--- config.mk ---
export PLATFORM = sky130hd
export DESIGN_NAME = wdt_top
export DESIGN_NICKNAME = d
export VERILOG_FILES = /design/src/design/wdt_pkg.sv /design/src/design/wdt_top.sv
export SDC_FILE = /design/constraint.sdc
export NUM_CORES = 1
export LEC_CHECK = 0
export BUFFER_PORTS_ARGS = -buffer_cell sky130_fd_sc_hd__buf_4
export CORE_ASPECT_RATIO = 0.9
export CORE_MARGIN = 5
export CORE_UTILIZATION = 45
export CTS_BUF_LIST = sky130_fd_sc_hd__clkbuf_4 sky130_fd_sc_hd__clkbuf_8
export CTS_CLUSTER_DIAMETER = 120
export DETAILED_ROUTE_END_ITERATION = 8
export MAX_ROUTING_LAYER = met4
export PLACE_DENSITY = 0.73
export SLEW_MARGIN = 20
export SYNTH_ARGS = -nofsm -noshare
export SYNTH_HDL_FRONTEND = slang
export SYNTH_SLANG_ARGS = --single-unit
--- constraint.sdc ---
create_clock -name MCLK -period 3.4 [get_ports MCLK]
set_input_delay 0.17 -clock MCLK [delete_from_list [all_inputs] [get_ports MCLK]]
set_output_delay 0.17 -clock MCLK [all_outputs]
set_load 0.05 [all_outputs]
--- src/design/wdt_pkg.sv ---
// Shared constants and types for the watchdog and fetch-trap block
package wdt_pkg;

	// ------------------------------------------------------------
	// Register map (byte addresses)
	// ------------------------------------------------------------
	localparam logic [11:0] WDT_CONFIG_OFS = 12'h034;
	localparam logic [11:0] WDT_CODE_OFS   = 12'h038;
	localparam logic [11:0] WDT_STATUS_OFS = 12'h03c;

	// ------------------------------------------------------------
	// Config register fields
	// ------------------------------------------------------------
	localparam int WDT_OUTSEL_BIT   = 0;
	localparam int WDT_TIME_LSB     = 1;
	localparam int WDT_ENABLE_BIT   = 3;
	localparam int WDT_TRAPSEL_BIT  = 4;
	localparam int WDT_RAMTRAP_BIT  = 5;
	localparam logic [5:0] WDT_CONFIG_RST = 6'h39;

	// ------------------------------------------------------------
	// Control codes
	// ------------------------------------------------------------
	localparam logic [7:0] WDT_CODE_CLEAR   = 8'h4e;
	localparam logic [7:0] WDT_CODE_DISABLE = 8'hb1;
	localparam logic [7:0] WDT_CODE_TRAPSET = 8'hd2;

	// ------------------------------------------------------------
	// Divider taps: one quarter of the detection time
	// ------------------------------------------------------------
	localparam int WDT_DIV_W      = 23;
	localparam int WDT_TAP_FC_MAX = 23;
	localparam int WDT_TAP_FS_MAX = 15;

	// ------------------------------------------------------------
	// Reset pulse: 1.5 us, 375 clock periods of 4 ns
	// ------------------------------------------------------------
	localparam int WDT_CLK_PERIOD_PS = 4000;
	localparam int WDT_RESET_TIME_PS = 1500000;
	localparam int WDT_RESET_CYCLES  = WDT_RESET_TIME_PS / WDT_CLK_PERIOD_PS;

	// ------------------------------------------------------------
	// Bus carrier
	// ------------------------------------------------------------
	typedef struct packed {
		logic        psel;
		logic        penable;
		logic        pwrite;
		logic [11:0] paddr;
		logic [31:0] pwdata;
	} wdt_apb_req_s;

	typedef enum {WDT_RUN, WDT_RESET} wdt_state_e;

endpackage

--- src/design/wdt_top.sv ---
// Watchdog timer with instruction-fetch address trap, APB register slave
//
// Behaviour
// - Binary counters held zero while disabled
// - Field selects four detection times per clock
// - Overflow with select 0 raises interrupt
// - Overflow interrupt ignores the master flag
// - New overflow interrupt always signalled immediately
// - Overflow with select 1 issues reset
// - Reset in low-frequency mode restarts oscillator
// - Trap bits share watchdog register addresses
// - RAM trap setting applies after D2H
// - Special or debug area fetch always traps
// - Trap response bit picks interrupt or reset
// - Trap with response 0 raises interrupt
// - New trap interrupt always signalled immediately
// - Trap with response 1 issues reset
// - Disable code accepted only when enable 0
// - Output select cannot return to 1
// - Clear code resets counter, not divider
// - Counter pauses in stop, idle, sleep
`timescale 1ns/100ps
module wdt_top #(
	parameter logic [15:0] SFR_LO  = 16'h0000,
	parameter logic [15:0] SFR_HI  = 16'h003f,
	parameter logic [15:0] DBR_LO  = 16'h0f80,
	parameter logic [15:0] DBR_HI  = 16'h0fff,
	parameter logic [15:0] RAM_LO  = 16'h0040,
	parameter logic [15:0] RAM_HI  = 16'h023f
) (
	// Clock, reset, enable
	input  wire logic                  MCLK,
	input  wire logic                  RST_N,
	input  wire logic                  CE,
	// APB slave
	input  wire wdt_pkg::wdt_apb_req_s APB_REQ,
	output logic [31:0]                PRDATA,
	output logic                       PREADY,
	output logic                       PSLVERR,
	// Clock ticks and operating mode
	input  wire logic                  FC_TICK,
	input  wire logic                  FS_TICK,
	input  wire logic                  LOW_FREQ_MODE,
	input  wire logic                  PRESCALER_SOURCE_SELECT,
	input  wire logic                  PAUSE_MODE,
	// Instruction fetch monitor
	input  wire logic                  FETCH_VALID,
	input  wire logic [15:0]           FETCH_ADDR,
	// Requests to the core and clock generator
	output logic                       OVERFLOW_INTERRUPT,
	output logic                       FETCH_TRAP_INTERRUPT,
	output logic                       RESET_REQ,
	output logic                       HF_OSC_RESTART
);
	import wdt_pkg::*;

	// ------------------------------------------------------------
	// Bus decode
	// ------------------------------------------------------------
	logic        pready_reg;
	wire         acc_phase  = APB_REQ.psel & APB_REQ.penable;
	wire         acc_done   = acc_phase & pready_reg & CE;
	wire         hit_config = APB_REQ.paddr == WDT_CONFIG_OFS;
	wire         hit_code   = APB_REQ.paddr == WDT_CODE_OFS;
	wire         hit_status = APB_REQ.paddr == WDT_STATUS_OFS;
	wire         addr_ok    = hit_config | hit_code | hit_status;
	wire         wr_fire    = acc_done & APB_REQ.pwrite;
	wire         cfg_wr     = wr_fire & hit_config;
	wire         code_wr    = wr_fire & hit_code;
	wire [7:0]   code_val   = APB_REQ.pwdata[7:0];
	wire [5:0]   cfg_val    = APB_REQ.pwdata[5:0];

	// ------------------------------------------------------------
	// Control state
	// ------------------------------------------------------------
	logic [5:0]  config_reg;
	logic [5:0]  config_next;
	logic        active_reg;
	logic        sel_lock_reg;
	logic        ram_trap_reg;
	logic [WDT_DIV_W-1:0] div_reg;
	logic [1:0]  bin_cnt_reg;
	logic [1:0]  bin_cnt_next;
	logic [8:0]  rst_cnt_reg;
	wdt_state_e  state_reg;

	wire         enable_bit = config_reg[WDT_ENABLE_BIT];
	wire         out_sel    = config_reg[WDT_OUTSEL_BIT];
	wire         trap_sel   = config_reg[WDT_TRAPSEL_BIT];
	wire [1:0]   time_sel   = config_reg[WDT_TIME_LSB+1:WDT_TIME_LSB];

	// Trap bits live in the watchdog config word
	always_comb begin
		config_next = config_reg;
		if (cfg_wr) begin
			config_next = cfg_val;
			if (sel_lock_reg)
				config_next[WDT_OUTSEL_BIT] = 1'b0;
		end
	end

	wire         clear_cmd   = code_wr & (code_val == WDT_CODE_CLEAR);
	// Disable only after enable bit cleared
	wire         disable_cmd = code_wr & (code_val == WDT_CODE_DISABLE) & ~enable_bit;
	wire         trapset_cmd = code_wr & (code_val == WDT_CODE_TRAPSET);

	// ------------------------------------------------------------
	// Divider and binary counter
	// ------------------------------------------------------------
	// Slow source whenever the core runs slow or the prescaler picks it
	wire         use_fs   = LOW_FREQ_MODE | PRESCALER_SOURCE_SELECT;
	wire         src_tick = (use_fs ? FS_TICK : FC_TICK) & ~PAUSE_MODE;
	// Tap at a quarter of the selected detection time
	wire [4:0]   tap_base = use_fs ? 5'(WDT_TAP_FS_MAX) : 5'(WDT_TAP_FC_MAX);
	wire [4:0]   tap_n    = tap_base - {2'b00, time_sel, 1'b0};
	wire [WDT_DIV_W-1:0] tap_mask = ~({WDT_DIV_W{1'b1}} << tap_n);
	wire         bin_tick = src_tick & ((div_reg & tap_mask) == tap_mask);
	wire         overflow = bin_tick & active_reg & (bin_cnt_reg == 2'h3) & ~clear_cmd;

	always_comb begin
		bin_cnt_next = bin_cnt_reg;
		if (!active_reg || disable_cmd)
			bin_cnt_next = 2'h0;
		// Clear touches only the binary counter
		else if (clear_cmd)
			bin_cnt_next = 2'h0;
		// Stop, idle and sleep freeze the count
		else if (bin_tick)
			bin_cnt_next = bin_cnt_reg + 2'h1;
	end

	// ------------------------------------------------------------
	// Fetch trap decode
	// ------------------------------------------------------------
	wire in_sfr = (FETCH_ADDR >= SFR_LO) & (FETCH_ADDR <= SFR_HI);
	wire in_dbr = (FETCH_ADDR >= DBR_LO) & (FETCH_ADDR <= DBR_HI);
	wire in_ram = (FETCH_ADDR >= RAM_LO) & (FETCH_ADDR <= RAM_HI);
	// Special and debug areas trap unconditionally
	wire trap_hit = FETCH_VALID & (in_sfr | in_dbr | (in_ram & ram_trap_reg));

	wire trap_irq = trap_hit & ~trap_sel;
	wire trap_rst = trap_hit & trap_sel;
	wire wdt_irq  = overflow & ~out_sel;
	wire wdt_rst  = overflow & out_sel;
	wire rst_evt  = (trap_rst | wdt_rst) & (state_reg == WDT_RUN);

	// ------------------------------------------------------------
	// Register state
	// ------------------------------------------------------------
	always_ff @(posedge MCLK) begin
		if (!RST_N) begin
			config_reg   <= WDT_CONFIG_RST;
			active_reg   <= 1'b1;
			sel_lock_reg <= 1'b0;
			ram_trap_reg <= WDT_CONFIG_RST[WDT_RAMTRAP_BIT];
			div_reg      <= '0;
			bin_cnt_reg  <= 2'h0;
		end else if (CE) begin
			config_reg  <= config_next;
			bin_cnt_reg <= bin_cnt_next;
			// Divider keeps running through a clear
			if (src_tick)
				div_reg <= div_reg + 1'b1;
			if (cfg_wr && !cfg_val[WDT_OUTSEL_BIT])
				sel_lock_reg <= 1'b1;
			if (disable_cmd)
				active_reg <= 1'b0;
			else if (cfg_wr && cfg_val[WDT_ENABLE_BIT])
				active_reg <= 1'b1;
			// RAM trap setting applied by code
			if (trapset_cmd)
				ram_trap_reg <= config_reg[WDT_RAMTRAP_BIT];
		end
	end

	// ------------------------------------------------------------
	// Requests to the core and clock generator
	// ------------------------------------------------------------
	always_ff @(posedge MCLK) begin
		if (!RST_N) begin
			OVERFLOW_INTERRUPT   <= 1'b0;
			FETCH_TRAP_INTERRUPT <= 1'b0;
			RESET_REQ            <= 1'b0;
			HF_OSC_RESTART       <= 1'b0;
			rst_cnt_reg          <= 9'h000;
			state_reg            <= WDT_RUN;
		end else if (CE) begin
			// Every overflow with select 0 is signalled at once
			OVERFLOW_INTERRUPT   <= wdt_irq;
			// Every trap with response 0 is signalled at once
			FETCH_TRAP_INTERRUPT <= trap_irq;
			case (state_reg)
				WDT_RUN: begin
					if (rst_evt) begin
						state_reg      <= WDT_RESET;
						RESET_REQ      <= 1'b1;
						rst_cnt_reg    <= 9'(WDT_RESET_CYCLES - 1);
						// Slow mode restarts the fast oscillator
						HF_OSC_RESTART <= LOW_FREQ_MODE;
					end
				end
				WDT_RESET: begin
					if (rst_cnt_reg == 9'h000) begin
						state_reg      <= WDT_RUN;
						RESET_REQ      <= 1'b0;
						HF_OSC_RESTART <= 1'b0;
					end else begin
						rst_cnt_reg <= rst_cnt_reg - 9'h001;
					end
				end
				default: state_reg <= WDT_RUN;
			endcase
		end
	end

	// ------------------------------------------------------------
	// APB answer: one wait state, data and ready from flops
	// ------------------------------------------------------------
	wire [31:0] status_word = {24'h000000, state_reg == WDT_RESET, sel_lock_reg,
		ram_trap_reg, active_reg, 2'b00, bin_cnt_reg};
	wire [31:0] rd_word = hit_config ? {26'h0, config_reg} :
		(hit_status ? status_word : 32'h00000000);

	always_ff @(posedge MCLK) begin
		if (!RST_N) begin
			pready_reg <= 1'b0;
			PREADY     <= 1'b0;
			PRDATA     <= 32'h00000000;
			PSLVERR    <= 1'b0;
		end else if (CE) begin
			pready_reg <= acc_phase & ~pready_reg;
			PREADY     <= acc_phase & ~pready_reg;
			PSLVERR    <= acc_phase & ~pready_reg & ~addr_ok;
			if (acc_phase && !pready_reg && !APB_REQ.pwrite)
				PRDATA <= rd_word;
		end
	end
endmodule

## Word level (Yosys, flattened, before mapping)

Index checks and enable logic that the tools add are counted.

| word-level totals | value |
|---|---|
| register bits | 113 |

| cells by class | value |
|---|---|
| add/subtract/negate cells | 4 |
| $lt $le $gt $ge | 6 |
| eq/ne operators | 13 |
| shift operators | 1 |
| muxes and demuxes | 21 |
| bitwise logic cells | 42 |
| reduce and logical (&&, ||, !) cells | 25 |

Operators with widths:

| cell | number |
|---|---|
| $logic_not 32->1 | 2 |
| $mux 32 | 2 |
| $pmux 32 s2 | 1 |
| $eq 12x6->1 const B | 3 |
| $eq 32x1->1 const B | 1 |
| $eq 32x2->1 const B | 1 |
| $and 1x1->1 | 27 |
| $add 23x1->23 const B | 1 |
| $and 23x23->23 | 1 |
| $eq 23x23->1 | 1 |
| $not 23->23 | 1 |
| $shl 23x5->23 const A | 1 |
| $mux 9 | 2 |
| $pmux 9 s2 | 1 |
| $eq 8x8->1 const B | 2 |
| $ge 16x1->1 const B | 1 |
| $ge 16x12->1 const B | 1 |
| $ge 16x7->1 const B | 1 |
| $le 16x10->1 const B | 1 |
| $le 16x12->1 const B | 1 |
| $le 16x6->1 const B | 1 |
| $mux 8 | 2 |
| $reduce_and 2->1 | 7 |
| $logic_not 9->1 | 1 |
| 19 further kinds | 49 |

## Longest topological paths before layout

Gate-level depths: netlist (run 1).

| depth | value |
|---|---|
| depth after elaboration | 16 |
| mapped depth | 8 |

## Least setup slack after synthesis (run 1)

OpenSTA, ideal clock, no wires.

| timing path | value |
|---|---|
| kind | reg2reg |
| start point | register pready_reg |
| end point | register HF_OSC_RESTART |
| library setup time | 117 ps |
| arrival | 2107 ps |
| data required time | 3283 ps |
| path slack | 1176 ps |
| cell stages (with the launch flop) | 7 |
| buffers on the path | 0 |
| path through | dfxtp_1 > nand2_1 > or4_4 > o31ai_4 > nor4_4 > o21a_1 > a32o_1 |

| between the ends | value |
|---|---|
| cells in the longest elaborated chain, start to end | 12 |

RTL lines:

| what | line | text |
|---|---|---|
| start, declared | wdt_top.sv:60 | `logic pready_reg;` |
| start signal, assigned | wdt_top.sv:231 | `pready_reg <= acc_phase & ~pready_reg;` |
| $and 1x1->1 (2 in series) | wdt_top.sv:62 | `wire acc_done = acc_phase & pready_reg & CE;` |
| $and 1x1->1 | wdt_top.sv:67 | `wire wr_fire = acc_done & APB_REQ.pwrite;` |
| $and 1x1->1 | wdt_top.sv:69 | `wire code_wr = wr_fire & hit_code;` |
| $and 1x1->1 | wdt_top.sv:102 | `wire clear_cmd = code_wr & (code_val == WDT_CODE_CLEAR);` |
| $not 1->1 | wdt_top.sv:118 | `wire overflow = bin_tick & active_reg & (bin_cnt_reg == 2'h3) & ~clear_cmd;` |
| $and 1x1->1 | wdt_top.sv:118 |  |
| $and 1x1->1 | wdt_top.sv:144 | `wire wdt_rst = overflow & out_sel;` |
| $or 1x1->1 | wdt_top.sv:145 | `wire rst_evt = (trap_rst \| wdt_rst) & (state_reg == WDT_RUN);` |
| $and 1x1->1 | wdt_top.sv:145 |  |
| $ne 2x2->1 (no line) | -- |  |
| $reduce_and 4->1 (no line) | -- |  |
| end signal, assigned | wdt_top.sv:184 | `HF_OSC_RESTART <= 1'b0;` |
| end signal, assigned | wdt_top.sv:199 | `HF_OSC_RESTART <= LOW_FREQ_MODE;` |
| end signal, assigned | wdt_top.sv:206 | `HF_OSC_RESTART <= 1'b0;` |
| end, declared | wdt_top.sv:53 | `output logic HF_OSC_RESTART` |

No other way between the ends.
A chain may end at the register's enable or synchronous reset.

## Final worst setup path (run 1)

| timing path | value |
|---|---|
| start point | register div_reg[9] |
| end point | register rst_cnt_reg[8] |

| between the ends | value |
|---|---|
| cells in the longest elaborated chain, start to end | 11 |

RTL lines:

| what | line | text |
|---|---|---|
| start, declared | wdt_top.sv:81 | `logic [WDT_DIV_W-1:0] div_reg;` |
| start signal, assigned | wdt_top.sv:163 | `div_reg <= div_reg + 1'b1;` |
| $and 23x23->23 | wdt_top.sv:117 | `wire bin_tick = src_tick & ((div_reg & tap_mask) == tap_mask);` |
| $eq 23x23->1 | wdt_top.sv:117 |  |
| $and 1x1->1 | wdt_top.sv:117 |  |
| $and 1x1->1 (3 in series) | wdt_top.sv:118 |  |
| $and 1x1->1 | wdt_top.sv:144 |  |
| $or 1x1->1 | wdt_top.sv:145 |  |
| $and 1x1->1 | wdt_top.sv:145 |  |
| $ne 2x2->1 (no line) | -- |  |
| $reduce_and 4->1 (no line) | -- |  |
| end signal, assigned | wdt_top.sv:197 | `rst_cnt_reg <= 9'(WDT_RESET_CYCLES - 1);` |
| end signal, assigned | wdt_top.sv:208 | `rst_cnt_reg <= rst_cnt_reg - 9'h001;` |
| end, declared | wdt_top.sv:84 | `logic [8:0] rst_cnt_reg;` |

No other way between the ends.

==> results.md, run 1 <==
- Gr usage total: 0.177
- Critical path type: reg -> reg
- Final slew viol count: 0
- Number of distinct library cells after synthesis: 57
- Post-route cell area: 3720 sq um
- Unrepaired setup endpoints after global routing: false
- Placed Area: 3510 sq um
- Starting DRT DRC Count: 150
- DRT Wirelength: 7370 microns
- First-pass GRT wire length: 12,200 microns
- Req. time, crit path: 3.64 ns
- Wire length per cell: 14.1 microns
- IO Count: 110
- Pwr dens: 408 nW/um^2
- Leak pwr: 1.42 nW
- Vias/cell: 5.34
- Routability cong.: 0.871
- Layout cell share with drive strength beyond 1: 0.204
- Synthesized instance count: 374
- Critical Path End Type: register
- CTS Hold Bufs: 0
- Antenna viol nets, final: 0
- Largest register FFs: 23
- Post-Synth Simple-Gate Area: 0.270
- Worst-path fanout max: 7
- Core Area: 6660 sq um
- Vias: 2,787
- Die height: 89.0 microns
- Worst slew pin tran: 0.591 ns
- Min-delay worst type: in -> reg
- Cell Area, Synth: 3120 sq um
- Detailed placer's ending HPWL: 5490 microns
- Async SR Flop Fraction: 0
- Fin nets: 504
- Die area: 8710 sq um
- Period minus WS final: 2.24 ns
- Synth Flop Type: dfxtp_1
- Clk slew on worst S/H paths: 0.07 ns
- F_max: 447 MHz
- ANT cells: 0
- WP data arrival: 2.48 ns
- Final setup fails: 0
- Pre-CTS WS: 1.15 ns
- FF+latch count, synth: 57
- Rows: 28
- Crit start category: register
- Status: finished, final reports clean
- Later-pin clock latency in the skew report: 0.34 ns
- Vias in the first global route: 2,650
- P&R area growth vs syn: 19.1%
- Worst Slack Setup Final: 1.16 ns
- Post_cts resized: 0
- Antenna violations before repair: 0
- Syn. warnings: 0
- Initial Util: 0.469
- Max-cap violation count: 0
- Slew headroom: 0.603
- CTS root buf: clkbuf_8
- Die width: 97.8 microns
- Sequential share of the synthesized area: 0.365
- EDFF count, synth: 0
- Synth Area in Compound Gates: 0.148
- Number of I/O port buffers: 55
- Syn_area_per_cell: 8.35 sq um
- Post-Synth XOR/XNOR Area: 0.0617
- Worst ir drop on vdd: 0.000264 V
- Fin. Hold Viols: 0
- Drc violations: 0
- Post-synthesis mux area share: 0.0368
- Drt first pass iters: 6
- Setup bufs post-CTS: 0
- Fin Setup TNS: 0 ns
- Clock Path Buffers: 2
- Final period util: 0.658
- CTS Buf Count: 9
- CTS tree: yes
- Area share of fa/ha/maj cells after synthesis: 0.0200
- Number of H-tree levels: 3
- CTS Sinks: 57
- Largest net degree at the start of global routing: 46
- GR Overflow Total: 0
- Largest family of logic cells by synthesized area: simple AND/OR/NAND/NOR gates
- Worst Skew: 0.0115 ns
==> synth_stat cells, types with 8 or more instances <==
master,n,area [sq um]
dfxtp_1,57,1140
nor2_1,41,154
nand2_1,35,131
buf_4,26,195
a21oi_1,21,105
nand3_1,19,95.1
inv_1,17,63.8
xor2_1,15,131
nand4_1,14,87.6
o21ai_0,12,60.1
nor3_1,8,40.0
==> power by group <==
part	leakage, nW	total, mW	internal [mW]	switching [mW]
combinational	0.850	0.155	0.0455	0.109
sequential	0.459	0.672	0.670	0.00247
clock	0.109	0.689	0.417	0.272
total	1.42	1.52	1.13	0.384
==> path summary, 6_finish.rpt <==
kind                            endpoint  slack, ns  depth (start not counted)                     from
min reg2reg       PRDATA[5]$_SDFFE_PN0P_       0.45                          2   PRDATA[5]$_SDFFE_PN0P_
max reg2reg  rst_cnt_reg[8]$_SDFFE_PN0P_       1.16                          6  div_reg[9]$_SDFFE_PN0P_
max          rst_cnt_reg[8]$_SDFFE_PN0P_       1.16                          6  div_reg[9]$_SDFFE_PN0P_
min           config_reg[5]$_SDFFE_PN1P_       0.07                          3               APB_REQ[5]
==> layer usage <==
metal  track usage  vias up  wire length (microns)
li1              -     1397                      -
met1         0.203     1292                   3330
met2         0.297       91                   3430
met3        0.0647        7                    559
met4        0.0440        0                     57
met5             -        -                      0
==> placed cells by master, fill, tap and decap left out, drive strengths merged, types with 3 or more instances in the layout <==
cell,n
dfxtp,57
buf,56
nor2,41
nand2,36
conb,24
a21oi,21
nand3,19
inv,17
xor2,15
o21ai,15
nand4,14
clkbuf,10
nor3,9
nor4,9
and3,7
mux2i,7
xnor2,7
ha,5
or3,4
mux2,4
and4,4
a211oi,4
o211ai,4
nor2b,3
nand4b,3
o21a,3
clkinv,3
and2,3
o31ai,3
==> per-stage QoR <==
stage / hold slack (ns) / util / total power [mW] / instances
final: 0.0690 / 0.559 / 1.52 / 522
after detailed placement: 0.416 / 0.527 / 0.841 / 506
after CTS: 0.0478 / 0.559 / 1.53 / 522
after global placement: 0.409 / 0.527 / 0.839 / 506
after global routing: 0.0629 / 0.559 / 1.57 / 522
after floorplan: 0.298 / - / 0.810 / 397
==> worst max-delay path, stage by stage (launching register included) <==
cell      delay, ns
dfxtp_1        0.44
nand4_1        0.14
o31ai_1        0.38
o21ai_2        0.15
nor4_4         0.53
o211ai_2       0.20
a221oi_1       0.31
==> area by class of cell <==
cell class | instances | area (sq um)
Multi-Input combinational cell | 286 | 1770
Sequential cell | 57 | 1140
Fill cell | 603 | 2940
Timing Repair Buffer | 56 | 420
Clock inverter | 6 | 82.6
Clock buffer | 10 | 131
Inverter | 17 | 63.8
Tap cell | 90 | 113
==> cells by family (layout without fill, tap and decap cells) <==
family / count (synthesis) / in the layout
other: 1 / 24
AO/OA/AOI/OAI: 66 / 66
buffers and inverters: 54 / 89
AND/OR/NAND/NOR: 158 / 158
adder cells (fa/ha/maj): 5 / 5
multiplexers: 11 / 11
XOR/XNOR: 22 / 22
flip-flops: 57 / 57
Power figures use the tool's default switching activity.
==> run 2, diff against run 1 <==
--- a/config.mk
+++ b/config.mk
@@ -5,6 +5,7 @@
 export SDC_FILE = /design/constraint.sdc
 export NUM_CORES = 1
 export LEC_CHECK = 0
+export ABC_AREA = 1
 export BUFFER_PORTS_ARGS = -buffer_cell sky130_fd_sc_hd__buf_4
 export CORE_ASPECT_RATIO = 0.9
 export CORE_MARGIN = 5
@@ -13,7 +14,7 @@
 export CTS_CLUSTER_DIAMETER = 120
 export DETAILED_ROUTE_END_ITERATION = 8
 export MAX_ROUTING_LAYER = met4
-export PLACE_DENSITY = 0.73
+export PLACE_DENSITY = 0.75
 export SLEW_MARGIN = 20
 export SYNTH_ARGS = -nofsm -noshare
 export SYNTH_HDL_FRONTEND = slang
==> constraint.sdc (replaced) <==
create_clock -name MCLK -period 1.9 [get_ports MCLK]
set_input_delay 0.095 -clock MCLK [delete_from_list [all_inputs] [get_ports MCLK]]
set_output_delay 0.095 -clock MCLK [all_outputs]
set_load 0.05 [all_outputs]
==> results.md, run 2 <==
- Async SR Flop Fraction: 0 (unchanged)
- IO Count: 110 (unchanged)
- Starting DRT DRC Count: 113 (-25%)
- DRT Wirelength: 8180 microns (+11%)
- Status: finished, final reports clean
- Leak pwr: 1.77 nW (+25%)
- Later-pin clock latency in the skew report: 0.35 ns (about the same)
- Synthesized instance count: 503 (+34%)
- Cell mode on critical path: inv_1
- Clock Path Buffers: 2 (unchanged)
- Gr usage total: 0.185 (+0.00847)
- Die height: 92.6 microns (+4.0%)
- Max-cap violation count: 0 (unchanged)
- Fin nets: 645 (+28%)
- Initial Util: 0.457 (-0.0122)
- Clk slew on worst S/H paths: 0.08 ns (about the same)
- Detailed placer's ending HPWL: 6160 microns (+12%)
- Post-synthesis mux area share: 0 (-0.0368)
- Sequential share of the synthesized area: 0.334 (-0.0310)
- Syn. warnings: 0 (unchanged)
- Crit start category: register
- Worst-path fanout max: 9 (+2)
- GR Overflow Total: 0 (unchanged)
- Die area: 9430 sq um (+8.3%)
- Largest register FFs: 23 (unchanged)
- Drc violations: 0 (unchanged)
- Worst ir drop on vdd: 0.000358 V (+36%)
- Period minus WS final: 1.71 ns (-0.531 ns)
- WP data arrival: 1.99 ns (-0.49 ns)
- Cell family contributing the most delay on the critical path: simple AND/OR/NAND/NOR gates
- Vias/cell: 4.95 (-7.3%)
- ANT cells: 0 (unchanged)
- Most frequent cells in the layout: nand2_1, inv_1, buf_4, nor2_1, dfxtp_1
- EDFF count, synth: 0 (unchanged)
- Min-delay src: APB_REQ[3]
- Req. time, crit path: 2.18 ns (-1.46 ns)
- Min-delay worst type: in -> reg
- Worst Hold Path EP: config_reg[3]$_SDFFE_PN1P_
- R2r startpoint: rst_cnt_reg[5]$_SDFFE_PN0P_
- Final slew viol count: 0 (unchanged)
- Wire length per cell: 12.2 microns (-13%)
- Max incr delay on CP: 0.35 ns (-0.18 ns)
- Largest net degree at the start of global routing: 25 (-46%)
- Post-Synth XOR/XNOR Area: 0.0154 (-0.0463)
- Post-Synth Simple-Gate Area: 0.358 (+0.0880)
- Layout cell share with drive strength beyond 1: 0.208 (+0.00398)
- Placed cells: 651 (+29%)
- First-pass GRT wire length: 13,600 microns (+11%)
- CTS Sinks: 57 (unchanged)
- CTS tree: yes
- Worst Skew: 0.0120 ns (+0.000474 ns)
- CTS Buf Count: 9 (unchanged)
- Buf/Inv on CP: 2 (+2)
- Count leader, synth: nand2_1
- Critical-path top delay cell: dfxtp_1
- Die width: 102 microns (+4.1%)
- CTS root buf: clkbuf_8
- Most common cell after layout, fill and taps aside: nand2_1
- Final Non-Filler Cells: 669 (+28%)
- Worst reg2reg path depth: 9 (+3)
- Post-synth top area share: 0.334 (-0.0310)
- Antenna violations before repair: 0 (unchanged)
- Critical path type: reg -> reg
- Core Area: 7470 sq um (+12%)
- Synth Area in Compound Gates: 0.130 (-0.0185)
- Antenna viol nets, final: 0 (unchanged)
- Largest family of logic cells by synthesized area: simple AND/OR/NAND/NOR gates
- CP cell instances: nor2_1, nand3_1, inv_1, nand4_1, inv_1, nand2_2, nand3_2, nand2_1, a21oi_1
- Pwr dens: 688 nW/um^2 (+69%)
- Final setup fails: 0 (unchanged)
- Worst reg2reg setup slack: 0.19 ns (-0.97 ns)
- Critical Path End Type: register
- Synth Flop Type: dfxtp_1
- Pre-CTS WS: 0.167 ns (-0.982 ns)
- F_max: 586 MHz (+31%)
- Worst Slack Setup Final: 0.194 ns (-0.969 ns)
- FF+latch count, synth: 57 (unchanged)
- Fin. Hold Viols: 0 (unchanged)
- Commonest cells in the netlist: nand2_1, inv_1, nor2_1
- Drt first pass iters: 4 (-2)
- WHS Path Cells: 3 (unchanged)
- Yosys top cell by area: dfxtp_1
- P&R area growth vs syn: 20.7%
- Fill count: 736 (+22%)
- Unrepaired setup endpoints after global routing: false
- Syn_area_per_cell: 6.79 sq um (-19%)
- Number of I/O port buffers: 55 (unchanged)
- R2R Path End: rst_cnt_reg[2]$_SDFFE_PN0P_
- Number of H-tree levels: 3 (unchanged)
- Cell Area, Synth: 3410 sq um (+9.3%)
- Fin Setup TNS: 0 ns (unchanged)
- Vias: 3,311 (+19%)
- Routability cong.: 0.872 (about the same)
- Area share of fa/ha/maj cells after synthesis: 0.0183 (-0.00170)
- Number of distinct library cells after synthesis: 41 (-28%)
- Ranking of synthesized cells by area: dfxtp_1, nand2_1, inv_1
- Vias in the first global route: 3,130 (+18%)
- Rows: 30 (+7.1%)
- Final period util: 0.898 (+0.240)
-- run 2: layout make-up --
type,instances,area (sq um),share of cell area
multi-input combinational,368,1880,0.457
inverter,68,255,0.0619
tap,96,120,0.0291
clock inverter,7,103,0.0249
timing repair buffer,64,495,0.120
clock buffer,9,124,0.0300
sequential,57,1140,0.277
-- run 2: worst reg2reg max path, stage by stage, from the launching register on --
cell and delay [ns]:
dfxtp_1 0.35, nor2_1 0.22, nand3_1 0.13, inv_1 0.09, nand4_1 0.17, inv_1 0.15
nand2_2 0.17, nand3_2 0.17, nand2_1 0.07, a21oi_1 0.12
-- run 2: layer usage --
metal | wire, microns | GRT usage | part of all wire | vias to the layer above
li1 | - | - | - | 1724
met2 | 3890 | 0.290 | 0.48 | 93
met5 | 0 | - | 0 | -
met3 | 555 | 0.0640 | 0.068 | 9
met1 | 3630 | 0.223 | 0.44 | 1485
met4 | 103 | 0.0612 | 0.013 | 0
-- run 2: power breakdown --
part	switching, mW	total (mW)	leakage, nW	internal (mW)
Clock	0.559	1.31	0.110	0.751
Combinational	0.223	0.322	1.20	0.0989
Sequential	0.00561	1.21	0.460	1.20
Total	0.787	2.84	1.77	2.05
-- run 2: cells by family (layout without fill, tap and decap cells) --
| family | Yosys count | after routing |
|---|---|---|
| DFF | 57 | 57 |
| xor gates and xnor gates | 6 | 6 |
| AOI/OAI and AO/OA | 79 | 79 |
| other | 1 | 24 |
| and+or+nand+nor | 253 | 254 |
| buffers and inverters | 102 | 148 |
| adders and majority gates | 5 | 5 |
-- run 2: repair_timing --
| action | CTS | global route |
|---|---|---|
| hold endpoints to repair | 1 | 0 |
| hold buffers | 1 | 0 |
| buffers inserted | 0 | 0 |
| endpoints found under the setup margin | 0 | 2 |
| resized for setup | 0 | 1 |
-- run 2: through the flow --
stage	power (mW)	util	cell area, sq um	hold WS (ns)
final	2.84	0.552	4120	0.0405
after CTS	2.86	0.550	4110	0.0202
after detailed placement	1.55	0.519	3870	0.379
after global routing	2.95	0.552	4120	0.0389
after global placement	1.55	0.519	3870	0.368
after floorplan	1.48	-	3500	0.225
-- run 2: worst max path at each step --
stage                                startpoint                          end  slack [ns]  cells past startpoint
global route            div_reg[0]$_SDFFE_PN0P_  rst_cnt_reg[7]$_SDFFE_PN0P_       0.005                     13
finish              rst_cnt_reg[5]$_SDFFE_PN0P_  rst_cnt_reg[2]$_SDFFE_PN0P_        0.19                      9
CTS                     div_reg[0]$_SDFFE_PN0P_  rst_cnt_reg[3]$_SDFFE_PN0P_        0.15                     13
detailed placement      div_reg[0]$_SDFFE_PN0P_  rst_cnt_reg[3]$_SDFFE_PN0P_        0.17                     13
floorplan               pready_reg$_SDFFE_PN0P_  HF_OSC_RESTART$_SDFFE_PN0P_        0.14                     11
global placement        div_reg[0]$_SDFFE_PN0P_  rst_cnt_reg[7]$_SDFFE_PN0P_        0.20                     13
==> run 3, diff against run 2 <==
--- a/config.mk
+++ b/config.mk
@@ -5,7 +5,7 @@
 export SDC_FILE = /design/constraint.sdc
 export NUM_CORES = 1
 export LEC_CHECK = 0
-export ABC_AREA = 1
+export ABC_AREA = 0
 export BUFFER_PORTS_ARGS = -buffer_cell sky130_fd_sc_hd__buf_4
 export CORE_ASPECT_RATIO = 0.9
 export CORE_MARGIN = 5
@@ -14,7 +14,7 @@
 export CTS_CLUSTER_DIAMETER = 120
 export DETAILED_ROUTE_END_ITERATION = 8
 export MAX_ROUTING_LAYER = met4
-export PLACE_DENSITY = 0.75
+export PLACE_DENSITY = 0.73
 export SLEW_MARGIN = 20
 export SYNTH_ARGS = -nofsm -noshare
 export SYNTH_HDL_FRONTEND = slang
==> constraint.sdc (replaced) <==
create_clock -name MCLK -period 2.2 [get_ports MCLK]
set_input_delay 0.11 -clock MCLK [delete_from_list [all_inputs] [get_ports MCLK]]
set_output_delay 0.11 -clock MCLK [all_outputs]
set_load 0.05 [all_outputs]
==> results.md, run 3 (synthesis results as in run 1) <==
- Clock Path Buffers: 2 (unchanged)
- Vias/cell: 5.27 (+6.4%)
- Detailed placer's ending HPWL: 5710 microns (-7.3%)
- Leak pwr: 1.52 nW (-14%)
- CTS tree: yes
- Gr usage total: 0.180 (-0.00542)
- WHS Path Cells: 3 (unchanged)
- Worst reg2reg path depth: 6 (-3)
- Worst ir drop on vdd: 0.000451 V (+26%)
- Layout cell share with drive strength beyond 1: 0.247 (+0.0390)
- Cell family contributing the most delay on the critical path: compound AO/OA/AOI/OAI gates
- Critical-path top delay cell: dlygate4sd3_1
- Min-delay worst type: in -> reg
- Largest net degree at the start of global routing: 33 (+32%)
- Unrepaired setup endpoints after global routing: false
- Final Non-Filler Cells: 540 (-19%)
- Number of H-tree levels: 3 (unchanged)
- Crit start category: primary input
- WP depth: 8 (-1)
- Starting DRT DRC Count: 210 (+86%)
- Pwr dens: 583 nW/um^2 (-15%)
- Initial Util: 0.469 (+0.0122)
- Final setup fails: 0 (unchanged)
- Net Sw Frac: 0.250 (-0.0275)
- Fin nets: 523 (-19%)
- Die area: 8710 sq um (-7.6%)
- Routability cong.: 0.876 (+0.48%)
- CTS Sinks: 57 (unchanged)
- Wire length per cell: 13.8 microns (+13%)
- Critical Path End Type: register
- Core Area: 6660 sq um (-11%)
- Period minus WS final: 2.11 ns
- CP cell instances: dlygate4sd3_1, buf_4, nor4bb_1, nand4_1, o31ai_4, nor4_4, o211ai_2, a221oi_2
- NetSw: 0.567 mW (-28%)
- Fin Hold WS: 0.0210 ns (-0.0195 ns)
- Seq pwr share: 0.458 (+0.033)
- Worst slew pin tran: 0.611 ns
- Drt first pass iters: 4 (unchanged)
- Die width: 97.8 microns (-3.9%)
- Most frequent cells in the layout: buf_4, dfxtp_1, nor2_1, nand2_1, conb_1
- Number of I/O port buffers: 55 (unchanged)
- Vias: 2,844 (-14%)
- Final slew viol count: 0 (unchanged)
- First-pass GRT wire length: 12,500 microns (-8.2%)
- Antenna violations before repair: 0 (unchanged)
- Max incr delay on CP: 0.54 ns (+0.19 ns)
- Worst-path fanout max: 6 (-3)
- Logic pwr share: 0.110 (-0.003)
- Placed cells: 523 (-20%)
- Worst Hold Path EP: config_reg[4]$_SDFFE_PN1P_
- WP data arrival: 2.29 ns (+0.30 ns)
- Largest register FFs: 23 (unchanged)
- Drc violations: 0 (unchanged)
- F_max: 475 MHz
- P&R area growth vs syn: 24.5%
- CTS Buf Count: 9 (unchanged)
- Antenna viol nets, final: 0 (unchanged)
- Worst reg2reg setup slack: 0.12 ns (-0.07 ns)
- Final period util: 0.958
- IO Count: 110 (unchanged)
- ANT cells: 0 (unchanged)
- Vias in the first global route: 2,731 (-13%)
- Die height: 89.0 microns (-3.9%)
- Fill count: 607 (-18%)
- R2R Path End: rst_cnt_reg[1]$_SDFFE_PN0P_
- Req. time, crit path: 2.38 ns (+0.20 ns)
- Fin. Hold Viols: 0 (unchanged)
- Buf/Inv on CP: 2 (unchanged)
- Slew headroom: 0.592
- Clock Power Share: 0.432 (-0.029)
- Rows: 28 (-6.7%)
- Pint: 1.70 mW (-17%)
- DRT Wirelength: 7470 microns (-8.7%)
- Clk slew on worst S/H paths: 0.06 ns (-0.02 ns)
- Most common cell after layout, fill and taps aside: buf_4
- Worst Skew: 0.00851 ns (-0.00346 ns)
- Fin Setup TNS: 0 ns (unchanged)
- Max-cap violation count: 0 (unchanged)
- Status: finished, final reports clean
- Later-pin clock latency in the skew report: 0.33 ns (-0.02 ns)
- Utilization after layout: 0.585 (+0.0327)
- Min-delay src: APB_REQ[4]
- Critical path type: in -> reg
- GR Overflow Total: 0 (unchanged)
- Setup crit start: APB_REQ[5]
- R2r startpoint: div_reg[3]$_SDFFE_PN0P_
- CTS root buf: clkbuf_8
==> run 3: changes by cell type in the layout (fill, tap and decap cells not counted), moves of 11 or more <==
cell     change
nand2_1     -62
inv_1       -46
a21oi_1     -20
nor2_1      -17
buf_4       +11
nand3_1     -11
==> run 3: how the worst max path moves through the flow <==
stage,to,slack (ns)
3_3_place_gp,rst_cnt_reg[1]$_SDFFE_PN0P_,0.10
3_5_place_dp,rst_cnt_reg[8]$_SDFFE_PN0P_,0.01
6_report,rst_cnt_reg[8]$_SDFFE_PN0P_,0.09
5_1_grt,rst_cnt_reg[8]$_SDFFE_PN0P_,0.0002
4_1_cts,rst_cnt_reg[8]$_SDFFE_PN0P_,0.004
2_1_floorplan,HF_OSC_RESTART$_SDFFE_PN0P_,0.19
==> run 3: worst min-delay path: stages <==
cell	delay (ns)
buf_4	0.09
mux2i_1	0.06
nand2_1	0.06
==> run 3: power by group through the flow <==
| stage | Clock (mW) | Sequential (mW) | Combinational [mW] |
|---|---|---|---|
| finish | 0.979 | 1.04 | 0.250 |
| global route | 1.07 | 1.04 | 0.266 |
| CTS | 1.01 | 1.04 | 0.248 |
| detailed placement | 0 | 1.06 | 0.246 |
| global placement | 0 | 1.06 | 0.243 |
| floorplan | 0 | 1.07 | 0.185 |
==> run 3: timing repair <==
item                                    in CTS  in global routing
endpoints found under the hold margin        1                  0
endpoints found under the setup margin       0                  4
buffers inserted                             0                  1
resized for setup                            0                  5
hold buffers                                 1                  0
==> run 3: area by class of cell <==
cell class              instances  area [sq um]  share of cell area
multi-input cells             286          1800               0.461
flip-flops and latches         57          1140               0.294
repair buffers                 75           578               0.149
clock buffers                  12           159              0.0408
well taps                      90           113              0.0289
inverters                      17          63.8              0.0164
clock inverters                 3          40.0              0.0103
==> run 3: per-layer routing <==
metal  GRT usage  up-vias  wire, microns
met3      0.0647        9            521
met5           -        -              0
li1            -     1430              -
met4      0.0553        0             85
met2       0.287       88           3490
met1       0.214     1317           3380
==> run 3: through the flow <==
step	area, sq um	power [mW]	worst slack (ns)
6_report	3890	2.27	0.0931
2_1_floorplan	3210	1.25	0.195
3_3_place_gp	3650	1.31	0.102
3_5_place_dp	3650	1.31	0.0108
4_1_cts	3860	2.30	0.00434
5_1_grt	3890	2.37	0.000199
